[src/verilog/sbtl_pkg.sv]
// Shared constants and types for the secondary bus termination and lock block
package sbtl_pkg;
    // Width of the claim-wait counter
    localparam int CNT_W = 3;
    // Cycles after frame assertion in which a target may still claim
    localparam logic [CNT_W-1:0] CLAIM_WAIT_CYC = 3'h5;
    // First count value inside the claim window
    localparam logic [CNT_W-1:0] CLAIM_CNT_FIRST = 3'h1;
    // Counter value after reset
    localparam logic [CNT_W-1:0] CLAIM_CNT_RST = 3'h0;
    // Level of an active-low pin when parked inactive
    localparam logic PIN_INACTIVE = 1'h1;
    // Output enable after reset (pin released)
    localparam logic OE_RST = 1'h0;
    // Master-side sequencing states
    typedef enum logic [1:0] {
        SBTL_IDLE,
        SBTL_WAIT,
        SBTL_DATA
    } sbtl_mst_e;
endpackage

[src/verilog/sbtl_sts_if.sv]
// Control bundle between the block and one sustained tri-state pin driver
`timescale 1ns/1ps
interface sbtl_sts_if;
    logic own;
    logic act;
    logic pin_o;
    logic pin_oe;
    // Controller side requests ownership and the asserted level
    modport ctl (
        output own,
        output act,
        input pin_o,
        input pin_oe
    );
    // Driver side registers the pin and its enable
    modport drv (
        input own,
        input act,
        output pin_o,
        output pin_oe
    );
endinterface

[src/verilog/sbtl_sts_drv.sv]
// Sustained tri-state driver for one active-low shared control pin
`timescale 1ns/1ps
module sbtl_sts_drv (
    input wire logic i_clk,
    input wire logic i_rstn,
    input wire logic i_ce,
    sbtl_sts_if.drv ctl
);
    logic pin_o_r;
    logic pin_o_nxt;
    logic pin_oe_r;
    logic pin_oe_nxt;

    // While owned drive the requested level; once released, park high one
    // cycle if the pin was last low, so the bus never floats from low.
    always_comb begin
        if (ctl.own) begin
            pin_oe_nxt = 1'h1;
            pin_o_nxt = ~ctl.act;
        end else begin
            pin_oe_nxt = pin_oe_r & ~pin_o_r; // [RL2]
            pin_o_nxt = sbtl_pkg::PIN_INACTIVE; // [RL4]
        end
    end

    // Pin registers, frozen while the clock enable is low
    always_ff @(posedge i_clk) begin
        if (!i_rstn) begin
            pin_o_r <= sbtl_pkg::PIN_INACTIVE;
            pin_oe_r <= sbtl_pkg::OE_RST;
        end else if (i_ce) begin
            pin_o_r <= pin_o_nxt;
            pin_oe_r <= pin_oe_nxt;
        end
    end

    assign ctl.pin_o = pin_o_r;
    assign ctl.pin_oe = pin_oe_r;
endmodule

[src/verilog/sbtl_top.sv]
// Secondary bus claim timeout, stop signalling and downstream lock control
//
// Overview of operation
// [RL1] As secondary master the bridge waits at most 5 cycles after frame for a claim, else master abort.
// [RL2] The target-claim pin is driven inactive for one cycle before it is released.
// [RL3] A target asks the initiator to stop with the stop pin, and the initiator obeys.
// [RL4] The stop pin is driven inactive for one cycle before it is released.
// [RL5] A downstream locked transaction asserts the lock pin one cycle after its first address phase.
// [RL6] Locked transactions are never forwarded upstream, only downstream.
// [RL7] A target asserts the target-claim pin low to show it accepts the transaction.
`timescale 1ns/1ps
module sbtl_top (
    input wire logic I_CLK_SYS,
    input wire logic I_RSTN,
    input wire logic I_CE,
    input wire logic I_MST_FRAME_START,
    input wire logic I_MST_LOCKED,
    input wire logic I_MST_LAST,
    input wire logic I_LOCK_DONE,
    input wire logic I_TGT_CLAIM,
    input wire logic I_TGT_STOP,
    input wire logic I_TGT_END,
    input wire logic I_SEC_TARGET_CLAIM_N_I,
    input wire logic I_SEC_STOP_N_I,
    input wire logic I_SEC_LOCK_N_I,
    output logic O_SEC_TARGET_CLAIM_N_O,
    output logic O_SEC_TARGET_CLAIM_N_OE,
    output logic O_SEC_STOP_N_O,
    output logic O_SEC_STOP_N_OE,
    output logic O_SEC_LOCK_N_O,
    output logic O_SEC_LOCK_N_OE,
    output logic O_MST_BUSY,
    output logic O_MST_CLAIMED,
    output logic O_MST_ABORT,
    output logic O_MST_STOPPED,
    output logic O_UP_LOCK_DROP
);
    sbtl_pkg::sbtl_mst_e st_r;
    sbtl_pkg::sbtl_mst_e st_nxt;
    logic [sbtl_pkg::CNT_W-1:0] cnt_r;
    logic [sbtl_pkg::CNT_W-1:0] cnt_nxt;
    logic busy_r;
    logic busy_nxt;
    logic claimed_r;
    logic claimed_nxt;
    logic abort_r;
    logic abort_nxt;
    logic stopped_r;
    logic stopped_nxt;
    logic lock_own_r;
    logic lock_own_nxt;
    logic tgt_act_r;
    logic tgt_act_nxt;
    logic tgt_stop_r;
    logic tgt_stop_nxt;
    logic drop_r;
    logic drop_nxt;
    logic lock_start;

    sbtl_sts_if claim_if ();
    sbtl_sts_if stop_if ();
    sbtl_sts_if lock_if ();

    // A locked transaction begins only from idle, on its address phase
    assign lock_start = I_MST_FRAME_START & I_MST_LOCKED & (st_r == sbtl_pkg::SBTL_IDLE);

    // Master sequencing: claim window, data, stop and abort
    always_comb begin
        st_nxt = st_r;
        cnt_nxt = cnt_r;
        claimed_nxt = 1'h0;
        abort_nxt = 1'h0;
        stopped_nxt = 1'h0;
        case (st_r)
            sbtl_pkg::SBTL_IDLE: begin
                if (I_MST_FRAME_START) begin
                    st_nxt = sbtl_pkg::SBTL_WAIT;
                    cnt_nxt = sbtl_pkg::CLAIM_CNT_FIRST;
                end
            end
            sbtl_pkg::SBTL_WAIT: begin
                if (!I_SEC_TARGET_CLAIM_N_I) begin
                    st_nxt = sbtl_pkg::SBTL_DATA;
                    claimed_nxt = 1'h1;
                end else if (cnt_r == sbtl_pkg::CLAIM_WAIT_CYC) begin
                    st_nxt = sbtl_pkg::SBTL_IDLE; // [RL1]
                    abort_nxt = 1'h1; // [RL1]
                end else begin
                    cnt_nxt = cnt_r + sbtl_pkg::CLAIM_CNT_FIRST;
                end
            end
            sbtl_pkg::SBTL_DATA: begin
                // Stop from the target ends the transfer at once
                if (!I_SEC_STOP_N_I) begin
                    st_nxt = sbtl_pkg::SBTL_IDLE; // [RL3]
                    stopped_nxt = 1'h1; // [RL3]
                end else if (I_MST_LAST) begin
                    st_nxt = sbtl_pkg::SBTL_IDLE;
                end
            end
            default: begin
                st_nxt = sbtl_pkg::SBTL_IDLE;
            end
        endcase
        busy_nxt = (st_nxt != sbtl_pkg::SBTL_IDLE);
    end

    // Lock ownership; an abort drops the lock since nothing was claimed
    always_comb begin
        lock_own_nxt = lock_own_r;
        if (lock_start) begin
            lock_own_nxt = 1'h1; // [RL5]
        end else if (I_LOCK_DONE || abort_nxt) begin
            lock_own_nxt = 1'h0;
        end
    end

    // Target side: claim, stop request and upstream lock refusal
    always_comb begin
        tgt_act_nxt = tgt_act_r;
        tgt_stop_nxt = tgt_stop_r;
        if (I_TGT_END) begin
            tgt_act_nxt = 1'h0;
            tgt_stop_nxt = 1'h0;
        end else if (I_TGT_CLAIM || tgt_act_r) begin
            tgt_act_nxt = 1'h1; // [RL7]
            tgt_stop_nxt = tgt_stop_r | I_TGT_STOP; // [RL3]
        end
        // Lock seen while we are target is stripped, never passed up
        drop_nxt = tgt_act_r & ~I_SEC_LOCK_N_I & ~drop_r; // [RL6]
    end

    // Ownership fed straight through so the pin moves on the next edge
    assign claim_if.own = (tgt_act_r | I_TGT_CLAIM) & ~I_TGT_END;
    assign claim_if.act = claim_if.own; // [RL7]
    assign stop_if.own = claim_if.own;
    assign stop_if.act = stop_if.own & (tgt_stop_r | I_TGT_STOP); // [RL3]
    // Lock only ever driven as downstream initiator
    assign lock_if.own = lock_own_nxt; // [RL6]
    assign lock_if.act = lock_own_nxt; // [RL5]

    // State registers, all frozen while the clock enable is low
    always_ff @(posedge I_CLK_SYS) begin
        if (!I_RSTN) begin
            st_r <= sbtl_pkg::SBTL_IDLE;
            cnt_r <= sbtl_pkg::CLAIM_CNT_RST;
            busy_r <= 1'h0;
            claimed_r <= 1'h0;
            abort_r <= 1'h0;
            stopped_r <= 1'h0;
            lock_own_r <= 1'h0;
            tgt_act_r <= 1'h0;
            tgt_stop_r <= 1'h0;
            drop_r <= 1'h0;
        end else if (I_CE) begin
            st_r <= st_nxt;
            cnt_r <= cnt_nxt;
            busy_r <= busy_nxt;
            claimed_r <= claimed_nxt;
            abort_r <= abort_nxt;
            stopped_r <= stopped_nxt;
            lock_own_r <= lock_own_nxt;
            tgt_act_r <= tgt_act_nxt;
            tgt_stop_r <= tgt_stop_nxt;
            drop_r <= drop_nxt;
        end
    end

    // Pin drivers; each parks its pin high for a cycle before release
    sbtl_sts_drv u_claim_drv (
        .i_clk(I_CLK_SYS),
        .i_rstn(I_RSTN),
        .i_ce(I_CE),
        .ctl(claim_if.drv)
    );
    sbtl_sts_drv u_stop_drv (
        .i_clk(I_CLK_SYS),
        .i_rstn(I_RSTN),
        .i_ce(I_CE),
        .ctl(stop_if.drv)
    );
    sbtl_sts_drv u_lock_drv (
        .i_clk(I_CLK_SYS),
        .i_rstn(I_RSTN),
        .i_ce(I_CE),
        .ctl(lock_if.drv)
    );

    // Outputs, every one from a flip-flop
    assign O_SEC_TARGET_CLAIM_N_O = claim_if.pin_o;
    assign O_SEC_TARGET_CLAIM_N_OE = claim_if.pin_oe;
    assign O_SEC_STOP_N_O = stop_if.pin_o;
    assign O_SEC_STOP_N_OE = stop_if.pin_oe;
    assign O_SEC_LOCK_N_O = lock_if.pin_o;
    assign O_SEC_LOCK_N_OE = lock_if.pin_oe;
    assign O_MST_BUSY = busy_r;
    assign O_MST_CLAIMED = claimed_r;
    assign O_MST_ABORT = abort_r;
    assign O_MST_STOPPED = stopped_r;
    assign O_UP_LOCK_DROP = drop_r;
endmodule
[config.mk]
export PLATFORM = sky130hd
export DESIGN_NAME = sbtl_top
export DESIGN_NICKNAME = d
export VERILOG_FILES = /design/src/verilog/sbtl_pkg.sv /design/src/verilog/sbtl_sts_if.sv /design/src/verilog/sbtl_sts_drv.sv /design/src/verilog/sbtl_top.sv
export SDC_FILE = /design/constraint.sdc
export NUM_CORES = 1
export LEC_CHECK = 0
export ABC_AREA = 1
export BUFFER_PORTS_ARGS = -buffer_cell sky130_fd_sc_hd__buf_4
export CAP_MARGIN = 20
export CORE_MARGIN = 4
export CORE_UTILIZATION = 49
export DETAILED_ROUTE_END_ITERATION = 16
export PLACE_DENSITY = 0.73
export SLEW_MARGIN = 10
export SYNTH_ARGS = -nofsm -noshare
export SYNTH_HDL_FRONTEND = slang
export SYNTH_SLANG_ARGS = --single-unit
[constraint.sdc]
create_clock -name I_CLK_SYS -period 1.15 [get_ports I_CLK_SYS]
set_input_delay 0.23 -clock I_CLK_SYS [delete_from_list [all_inputs] [get_ports I_CLK_SYS]]
set_output_delay 0.23 -clock I_CLK_SYS [all_outputs]
set_load 0.02 [all_outputs]
==> results.md, run 1 <==
* Outcome: finished, violations left
* Failing checks: negative setup slack
* Number of global-route vias before repair at 818
* Root buf cell: clkbuf_4
* Fmax achieved at 0.8641 GHz
* I/O pin count at 24
* Die area at 2525 um2
* CP startpoint kind: flop
* Startpoint of the worst hold path: I_RSTN
* DRT iter0 DRCs at 11
* Global-route wire length before repair at 3415 um
* Die H at 50.25 um
* Crit path buffers/inverters at 1
* # hold bufs at CTS at 0
* CP Cell Sequence: inv_2 > ha_4 > nand3_2 > o21bai_1 > nand2_1 > nand2_2 > a21oi_2
* Vias/cell at 4.898
* Hold Crit Endpoint: u_stop_drv.ctl.pin_o
* Crit-path max FO at 2
* Slew @ Worst Pin at 0.2668 ns
* Post-layout min period at 1.157 ns
* R2R depth at 7
* Total routed wirelength at 2013 um
* Final setup violation count at 2
* Clock Path Buffers at 2
* Final worst slack at -0.007245 ns
* Slew Viols, Final at 0
* Layout fillers at 165
* Row count at 15
* Layout area overhead at 32.90%
* Die Wd at 50.25 um
* CP required at 1.36 ns
* Final hold violations at 0
* Share of cells above drive strength 1 at 33.77%
* Clock Pin Slew Worst Setup and Hold Paths at 0.10 ns
* N_diodes at 0
* Finished Core Util at 68.06%
* Critical path endpoint category: flop
* Skew final at 0.001831 ns
* Initial antenna violation count at 0
* Routed wire per std cell at 11.44 um
* Sequential cell area at 387.9 um2
* Max incr delay on CP at 0.34 ns
* Max VDD drop at 0.7814 mV
* Sequential cell area fraction in the yosys report at 43.49%
* Delay-heaviest family, CP: flip-flops
* Arr. time, crit path at 1.36 ns
* Syn_area_per_cell at 7.053 um2
* Largest net degree at the start of global routing at 23
* ANT nets after route at 0
* Multi-input logic area at 454.2 um2
* Core area at 1708 um2
* H-tree depth at 1
* Post-Synthesis Cells at 124
* RSZ-0062 raised after global routing: true
* CTS tree: done
* Pre-CTS WS at 0.001299 ns
* Flop2flop setup slack at -0.007 ns
* Reg2reg end: u_lock_drv.ctl.pin_oe
* Hold crit path type: in2reg
* Seq cells post-synth at 19
* Clk_lat worst skew at 0.30 ns
* Ys Warns at 0
* Via count at 862
* Remaining global-route overflow at 0
* Clock buffer count from CTS at 3
* Total track usage at 16.98%
* DRC at 0
* Setup Crit Path Kind: reg2reg
* Pwr dens at 1139 nW/um2
* Slowest CP cell: dfxtp_2
* Post-Syn Area at 874.6 um2
* Hold path depth at 2
* Routability Congestion at 0.8551
* Worst r2r src: cnt_r[1]
* Final Cycle Share at 100.6%
* Count of unique library cells instantiated by Yosys at 20
* Leakage power at 0.5476 nW
* DRT Pass-1 Iters at 5
* Mapped Nets at 139
* IO buf count at 23
* Relative slew slack at 82.20%
* DP HPWL at 1443 um
* Initial Util at 51.21%
* Nets at 167
* Max-cap violations at 0
* Num Clock Sinks at 19
-- cell usage in the layout, fill, tap and decap left out --
| master | n |
|---|---|
| nand2_1 | 28 |
| buf_4 | 26 |
| dfxtp_1 | 15 |
| nor2_1 | 13 |
| inv_1 | 13 |
| a21oi_1 | 8 |
| o21ai_0 | 7 |
| nand3_1 | 7 |
| inv_2 | 5 |
| nand2_2 | 4 |
| clkbuf_4 | 3 |
| dfxtp_2 | 3 |
| a21oi_2 | 2 |
| o211ai_1 | 2 |
| nand2_4 | 2 |
| nand3_2 | 1 |
| o21bai_1 | 1 |
| nand4_1 | 1 |
| o21a_1 | 1 |
| a211oi_1 | 1 |
| nand3b_1 | 1 |
| nor2_4 | 1 |
| or2_1 | 1 |
| nor2_2 | 1 |
| ha_4 | 1 |
| ha_2 | 1 |
| clkbuf_1 | 1 |
| dfxtp_4 | 1 |
-- layout make-up --
type	instances	share of cell area [%]
clock buffers	4	2.261
flip-flops and latches	19	33.37
well taps	25	2.691
inverters	18	5.813
multi-input cells	84	39.07
repair buffers	26	16.79
-- cells in the mapped netlist (all sizes together) --
| library cell | instances | area, um2 |
|---|---|---|
| nand2 | 34 | 140.1 |
| o21a | 1 | 7.510 |
| o21bai | 1 | 7.510 |
| nand3 | 8 | 40.04 |
| buf | 3 | 15.01 |
| nand3b | 1 | 7.510 |
| o211ai | 2 | 15.01 |
| ha | 2 | 25.02 |
| a21oi | 10 | 50.05 |
| or2 | 1 | 6.260 |
| dfxtp | 19 | 380.4 |
| nand4 | 1 | 6.260 |
| inv | 18 | 67.56 |
| a211oi | 1 | 7.510 |
| nor2 | 15 | 63.81 |
| o21ai | 7 | 35.03 |
-- worst max-delay path by stage --
stage                     depth (start not counted)  slack [ns]     start                     to
after detailed placement                          9       0.001  cnt_r[1]             O_MST_BUSY
after floorplan                                   6        0.09  cnt_r[1]               cnt_r[1]
final                                             7      -0.007  cnt_r[1]  u_lock_drv.ctl.pin_oe
after CTS                                         7        0.04  cnt_r[1]  u_lock_drv.ctl.pin_oe
after global placement                            6        0.04  cnt_r[0]  u_lock_drv.ctl.pin_oe
after global routing                              7       -0.07  cnt_r[1]  u_lock_drv.ctl.pin_oe
-- metrics by stage --
step | cell area (um2) | instances | hold WS, ns | setup TNS [ns] | power [mW]
after floorplan | 874.6 | 124 | 0.2992 | 0 | 0.8778
after global placement | 1079 | 171 | 0.4406 | 0 | 0.9724
after detailed placement | 1079 | 171 | 0.4474 | 0 | 0.9794
after CTS | 1130 | 175 | 0.1635 | 0 | 1.324
after global routing | 1162 | 176 | 0.1725 | -0.1932 | 1.397
final | 1162 | 176 | 0.1660 | -0.01142 | 1.324
-- report_power, final --
group	switching (mW)	total, mW	internal (mW)
clock network	0.199	0.335	0.135
logic	0.152	0.267	0.115
registers	0.0264	0.722	0.696
-- flip-flops by register name, indices dropped and copies added (netlist names) --
signal / cells
O_MST_CLAIMED: 1
tgt_stop_r: 1
O_MST_ABORT: 1
u_claim_drv.ctl.pin_o: 1
u_stop_drv.ctl.pin_oe: 1
u_lock_drv.ctl.pin_o: 1
st_r: 2
u_lock_drv.ctl.pin_oe: 1
cnt_r: 3
lock_own_r: 1
u_claim_drv.ctl.pin_oe: 1
O_UP_LOCK_DROP: 1
tgt_act_r: 1
O_MST_BUSY: 1
O_MST_STOPPED: 1
u_stop_drv.ctl.pin_o: 1
-- timing repair --
item | in CTS | in global routing
pin swaps | 4 | 3
gates resized for setup | 7 | 11
endpoints found under the setup margin | 3 | 6
buffers inserted | 0 | 1
gates cloned | 0 | 0
-- metal layers --
layer	vias to the layer above	global-route usage, %	share of wire, %
met5	-	0	0
li1	443	-	-
met3	3	2.671	5.6
met2	23	27.83	47
met1	393	22.59	46
met4	0	5.530	1.2
-- cells by family after synthesis --
kind of cell	Yosys count	synth area share, %
buffers and inverters	21	9.441
AO/OA/AOI/OAI	22	14.02
flip-flops	19	43.49
adder cells (fa/ha/maj)	2	2.861
AND/OR/NAND/NOR	60	30.19
Note: power is estimated with default switching activity, not from simulation.
==> inputs of run 2 (changes only) <==
Settings changed: ABC_AREA 1 to unset, CAP_MARGIN 20 to 25, PLACE_DENSITY 0.73 to 0.74.
==> run 2 against run 1 <==
  * Combinational power about the same
  * Highest routed layer unchanged
  * Via count down 0.81%
  * Largest cell class unchanged
  * Register-to-register slack worse by 0.03 ns
  * The flow still finishes with violations (negative setup slack)
  * Sequential share of layout area down 2.8 points
==> results.md, run 2 <==
* Delay-heaviest family, CP: flip-flops
* Slowest CP cell: dfxtp_4
* Largest net degree at the start of global routing at 13
* Die area at 2495 um2
* Sequential cell area fraction in the yosys report at 44.12%
* Mapped Nets at 112
* Skew final at 0.005224 ns
* Die H at 49.95 um
* Setup TNS at -0.04679 ns
* Clock Path Buffers at 2
* Remaining global-route overflow at 0
* Startpoint of the worst hold path: I_TGT_STOP
* Pwr dens at 1037 nW/um2
* Synth area leader: dfxtp_1
* Layout fillers at 109
* Initial antenna violation count at 0
* Post-Synthesis Cells at 97
* Most common cell after layout, fill and taps aside: buf_4
* Initial Util at 54.68%
* Row count at 14
* Nets at 150
* Dpl cell area at 1119 um2
* CTS tree: done
* Post-synthesis adder-cell area fraction at 2.903%
* Biggest register: cnt_r
* Critical path endpoint category: flop
* Combinational family with the most area after synthesis: simple AND/OR/NAND/NOR gates
* Total routed wirelength at 2207 um
* Crit path buffers/inverters at 0
* RSZ-0062 raised after global routing: true
* Met3 wire length at 88 um
* Post-Syn Area at 862.1 um2
* N_diodes at 0
* Final Cell Area at 1284 um2
* Flop2flop setup slack at -0.04 ns
* CP required at 1.35 ns
* H-tree depth at 1
* Met2 wire len at 1140 um
* Relative slew slack at 79.81%
* Sequential cell area at 392.9 um2
* Number of global-route vias before repair at 836
* Via count at 855
* Post-synth EDFFs at 0
* XOR/XNOR Fraction of Synth Area at 0%
* Slew @ Worst Pin at 0.3025 ns
* CP startpoint kind: flop
* IO buf count at 23
* Slew Viols, Final at 0
* Max reg flops at 3
* DRC at 0
* Setup Crit Path Kind: reg2reg
* Multi-input logic area at 544.3 um2
* Hold crit path type: in2reg
* Worst r2r src: st_r[1]
* Failing checks: negative setup slack
* ANT nets after route at 0
* Most frequent cells in the layout: buf_4 (36), dfxtp_1 (15), nor2_1 (10), nand2_1 (10), a21oi_1 (7)
* Synth Area in Simple Gates at 23.22%
* Max incr delay on CP at 0.40 ns
* Routability Congestion at 0.8578
* Final Cycle Share at 103.4%
* Clock Pin Slew Worst Setup and Hold Paths at 0.11 ns
* Num Clock Sinks at 19
* Total track usage at 18.26%
* Clk_lat worst skew at 0.30 ns
* Global-route wire length before repair at 3539 um
* CP Cell Sequence: nor4bb_4 > a41oi_4 > a32o_1
* Synth async-reset ratio at 0%
* Arr. time, crit path at 1.39 ns
* Final worst slack at -0.03855 ns
* Synth top cells by count: dfxtp_1 (19), nand2_1 (11), nor2_1 (10), a21oi_1 (8), inv_1 (5)
* Primary FF master, synth: dfxtp_1
* Max VDD drop at 0.8821 mV
* Post-synthesis compound-gate area fraction at 23.08%
* Crit-path max FO at 6
* Metal-1 WL at 965 um
* Final hold violations at 0
* Seq cells post-synth at 19
* Max-cap violations at 0
* Die Wd at 49.95 um
* Root buf cell: clkbuf_4
* Outcome: finished, violations left
* Post-layout min period at 1.189 ns
* Share of cells above drive strength 1 at 44.03%
* Syn_area_per_cell at 8.887 um2
* DRT iter0 DRCs at 14
* DRT Pass-1 Iters at 4
* Layout area overhead at 48.91%
* Mux share of post-synthesis cell area at 2.322%
* Vias/cell at 5.700
* Leakage power at 0.5221 nW
* Leading post-synthesis cells by cell area: dfxtp_1 (44%), nand2_1 (4.8%), a21oi_1 (4.6%)
* Crit path launch: st_r[1]
* Most numerous cell in the Yosys netlist: dfxtp_1
* Top-area cell type share of the netlist area at 44.12%
* Placed Cells at 143
* Core area at 1577 um2
* Count of unique library cells instantiated by Yosys at 33
* Routed wire per std cell at 14.71 um
* Clock buffer count from CTS at 3
* Top Metal Used: met4
* DP HPWL at 1512 um
* Fin cells at 150
* Biggest regs: cnt_r (3), st_r (2)
* Finished Core Util at 81.43%
* I/O pin count at 24
* Final setup violation count at 2
* Fmax achieved at 0.8414 GHz
* Ys Warns at 0
-- run 2: kinds of logic (layout without fill, tap and decap cells) --
group,after synthesis,count (layout)
buffers and inverters,9,46
and+or+nand+nor,36,36
DFF,19,19
AOI/OAI and AO/OA,29,29
muxes,2,2
adders and majority gates,2,2
-- run 2: worst paths after layout --
path,end,cells after the start
worst max-delay path,cnt_r[2],3
worst min-delay path,tgt_stop_r,3
worst max register to register,cnt_r[2],3
worst min register to register,O_MST_ABORT,2
-- run 2: cell type report --
cell class              count  share of cell area [%]
inverters                   5                   1.462
multi-input cells          69                   42.40
repair buffers             37                   21.93
clock buffers               4                   2.047
well taps                  16                   1.559
flip-flops and latches     19                   30.60
-- run 2: through the flow --
stage	setup WS (ns)	hold WS, ns	total power [mW]
4_1_cts	-0.01879	0.1645	1.314
5_1_grt	-0.07607	0.1820	1.393
6_report	-0.03855	0.1573	1.332
2_1_floorplan	0.002403	0.3676	0.8411
3_5_place_dp	-0.07827	0.4450	0.9466
3_3_place_gp	-0.05713	0.4411	0.9413
-- run 2: timing repair --
action,CTS,global route
setup endpoints to repair,9,10
resized for setup,21,8
buffers inserted,0,3
hold buffers,0,0
pin swaps,8,6
-- run 2: power breakdown --
part | switching [mW] | total (mW) | leakage [nW] | internal (mW)
sequential | 0.0300 | 0.716 | 0.158 | 0.686
combinational | 0.126 | 0.267 | 0.349 | 0.141
clock | 0.213 | 0.348 | 0.0150 | 0.135
-- run 2: layer usage --
| metal | GRT usage, % | up-vias |
|---|---|---|
| met5 | 0 | - |
| met4 | 6.912 | 0 |
| met3 | 4.518 | 2 |
| met2 | 33.48 | 14 |
| met1 | 19.85 | 415 |
| li1 | - | 424 |
-- run 2: worst register-to-register path, stage by stage (launching register included) --
cell,delay (ns)
dfxtp_4,0.40
nor4bb_4,0.37
a41oi_4,0.09
a32o_1,0.24
==> inputs of run 3 (changes only) <==
Settings changed: TNS_END_PERCENT set to 5.
==> run 3 against run 2 <==
  * The run still ends with negative setup slack left
  * Maximum frequency grew 0.19%
  * Global-route usage did not move
  * Via count is 1.4% lower
  * Critical endpoint unchanged
  * Routed wire length is 2.7% lower
  * Clock skew is 0.00053 ns lower
  * Combinational power down 4%
  * Design area down 2.0%
  * Die area did not move
  * Clock-buffer cell count is the same
  * Worst setup slack improved by 0.0023 ns
  * Non-clock buffer count shrank 3
  * Sequential share of layout area rose by 0.64 points
==> results.md, run 3 (synthesized netlist as in run 2, its figures left out) <==
* Row count at 14
* Largest net degree at the start of global routing at 13
* Core area at 1577 um2
* DP HPWL at 1512 um
* Final setup violation count at 2
* Slew @ Worst Pin at 0.3046 ns
* I/O pin count at 24
* Clock buffer count from CTS at 3
* Num Clock Sinks at 19
* Sequential cell area at 392.9 um2
* Multi-input logic area at 544.3 um2
* RSZ-0062 raised after global routing: true
* Worst hold slack at 0.1474 ns
* Number of global-route vias before repair at 836
* Die area at 2495 um2
* Share of cells above drive strength 1 at 42.75%
* DRT Pass-1 Iters at 4
* Fmax achieved at 0.8430 GHz
* Startpoint of the worst hold path: I_TGT_STOP
* Clock Path Buffers at 2
* Initial antenna violation count at 0
* Pre-CTS WS at -0.07827 ns
* Failing checks: negative setup slack
* Biggest regs: cnt_r (3), st_r (2)
* Root buf cell: clkbuf_4
* Outcome: finished, violations left
* Routed wire per std cell at 14.61 um
* Remaining global-route overflow at 0
* Die Wd at 49.95 um
* Max VDD drop at 0.8819 mV
* Total track usage at 18.26%
* Post-layout min period at 1.186 ns
* Leakage power at 0.5083 nW
* Setup Crit Path Kind: reg2reg
* Layout area overhead at 45.86%
* Most frequent cells in the layout: buf_4 (34), dfxtp_1 (15), nor2_1 (10), nand2_1 (10), a21oi_1 (7)
* Vias/cell at 5.735
* Final Cycle Share at 103.2%
* Metal-1 WL at 935 um
* H-tree depth at 1
* Hold path depth at 3
* Clk_lat worst skew at 0.31 ns
* Initial Util at 54.68%
* Final worst slack at -0.03628 ns
* Final hold violations at 0
* Layout fillers at 114
* Met3 wire length at 102 um
* Biggest register: cnt_r
* Die H at 49.95 um
* CP required at 1.36 ns
* Nets at 147
* CP startpoint kind: flop
* Flop2flop setup slack at -0.04 ns
* Relative slew slack at 79.66%
* Hold crit path type: in2reg
* Most common cell after layout, fill and taps aside: buf_4
* Max reg flops at 3
* Via count at 843
* Arr. time, crit path at 1.40 ns
* Clock Pin Slew Worst Setup and Hold Paths at 0.11 ns
* Top Metal Used: met4
* Skew final at 0.004693 ns
* Critical path endpoint category: flop
* Hold Crit Endpoint: tgt_stop_r
* Worst r2r src: st_r[0]
* Pwr dens at 1057 nW/um2
* ANT nets after route at 0
* DRT iter0 DRCs at 16
* N_diodes at 0
* R2R depth at 3
* Reg2reg end: cnt_r[2]
* Routability Congestion at 0.8578
* Crit-path max FO at 5
* Finished Core Util at 79.76%
* DRC at 0
* Met2 wire len at 1080 um
* Global-route wire length before repair at 3539 um
* CTS tree: done
* Post-CTS Setup Bufs at 0
* IO buf count at 23
* Slew Viols, Final at 0
* Total routed wirelength at 2148 um
* Max-cap violations at 0
* # hold bufs at CTS at 0
[run 3: cell types whose count changed in the layout (fill, tap and decap cells not counted)]
cell / previous run / this run
buf_6: 1 / 0
buf_4: 36 / 34
[run 3: how the worst max path moves through the flow]
stage,to,slack [ns],start,cells after the start
after detailed placement,cnt_r[2],-0.08,cnt_r[1],5
after CTS,O_MST_ABORT,-0.02,cnt_r[1],5
after global routing,cnt_r[1],-0.08,st_r[1],3
final,cnt_r[2],-0.04,st_r[0],3
after global placement,cnt_r[2],-0.06,st_r[0],3
after floorplan,u_lock_drv.ctl.pin_o,0.002,cnt_r[1],5
[run 3: timing repair]
item | 4_1_cts | 5_1_grt
gates cloned | 0 | 0
setup endpoints to repair | 9 | 9
pin swaps | 8 | 5
gates resized for setup | 19 | 9
[run 3: critical path, cell delays in order, from the launching register on]
cell,delay (ns)
dfxtp_4,0.39
nor4bb_4,0.37
a41oi_4,0.09
a32o_1,0.24
[run 3: layout make-up]
cell class / instances / area share (%)
multi-input cells: 69 / 43.28
flip-flops and latches: 19 / 31.24
repair buffers: 34 / 20.30
clock buffers: 4 / 2.090
well taps: 16 / 1.592
inverters: 5 / 1.493
[run 3: stage by stage]
stage,instance area (um2),power (mW),std cells,TNS [ns]
floorplan,862.1,0.8411,97,0
global placement,1119,0.9413,143,-0.1299
detailed placement,1119,0.9466,143,-0.3306
CTS,1224,1.311,147,-0.04703
global route,1257,1.380,147,-0.2571
finish,1257,1.329,147,-0.04269
[run 3: power breakdown]
part | switching [mW] | internal (mW)
Combinational | 0.123 | 0.132
Sequential | 0.0296 | 0.686
Clock | 0.222 | 0.136
Total | 0.375 | 0.954
[run 3: metal layers]
layer	global-route usage (%)	up-vias
li1	-	420
met1	19.85	401
met2	33.48	17
met3	4.518	5
met4	6.912	0
met5	0	-
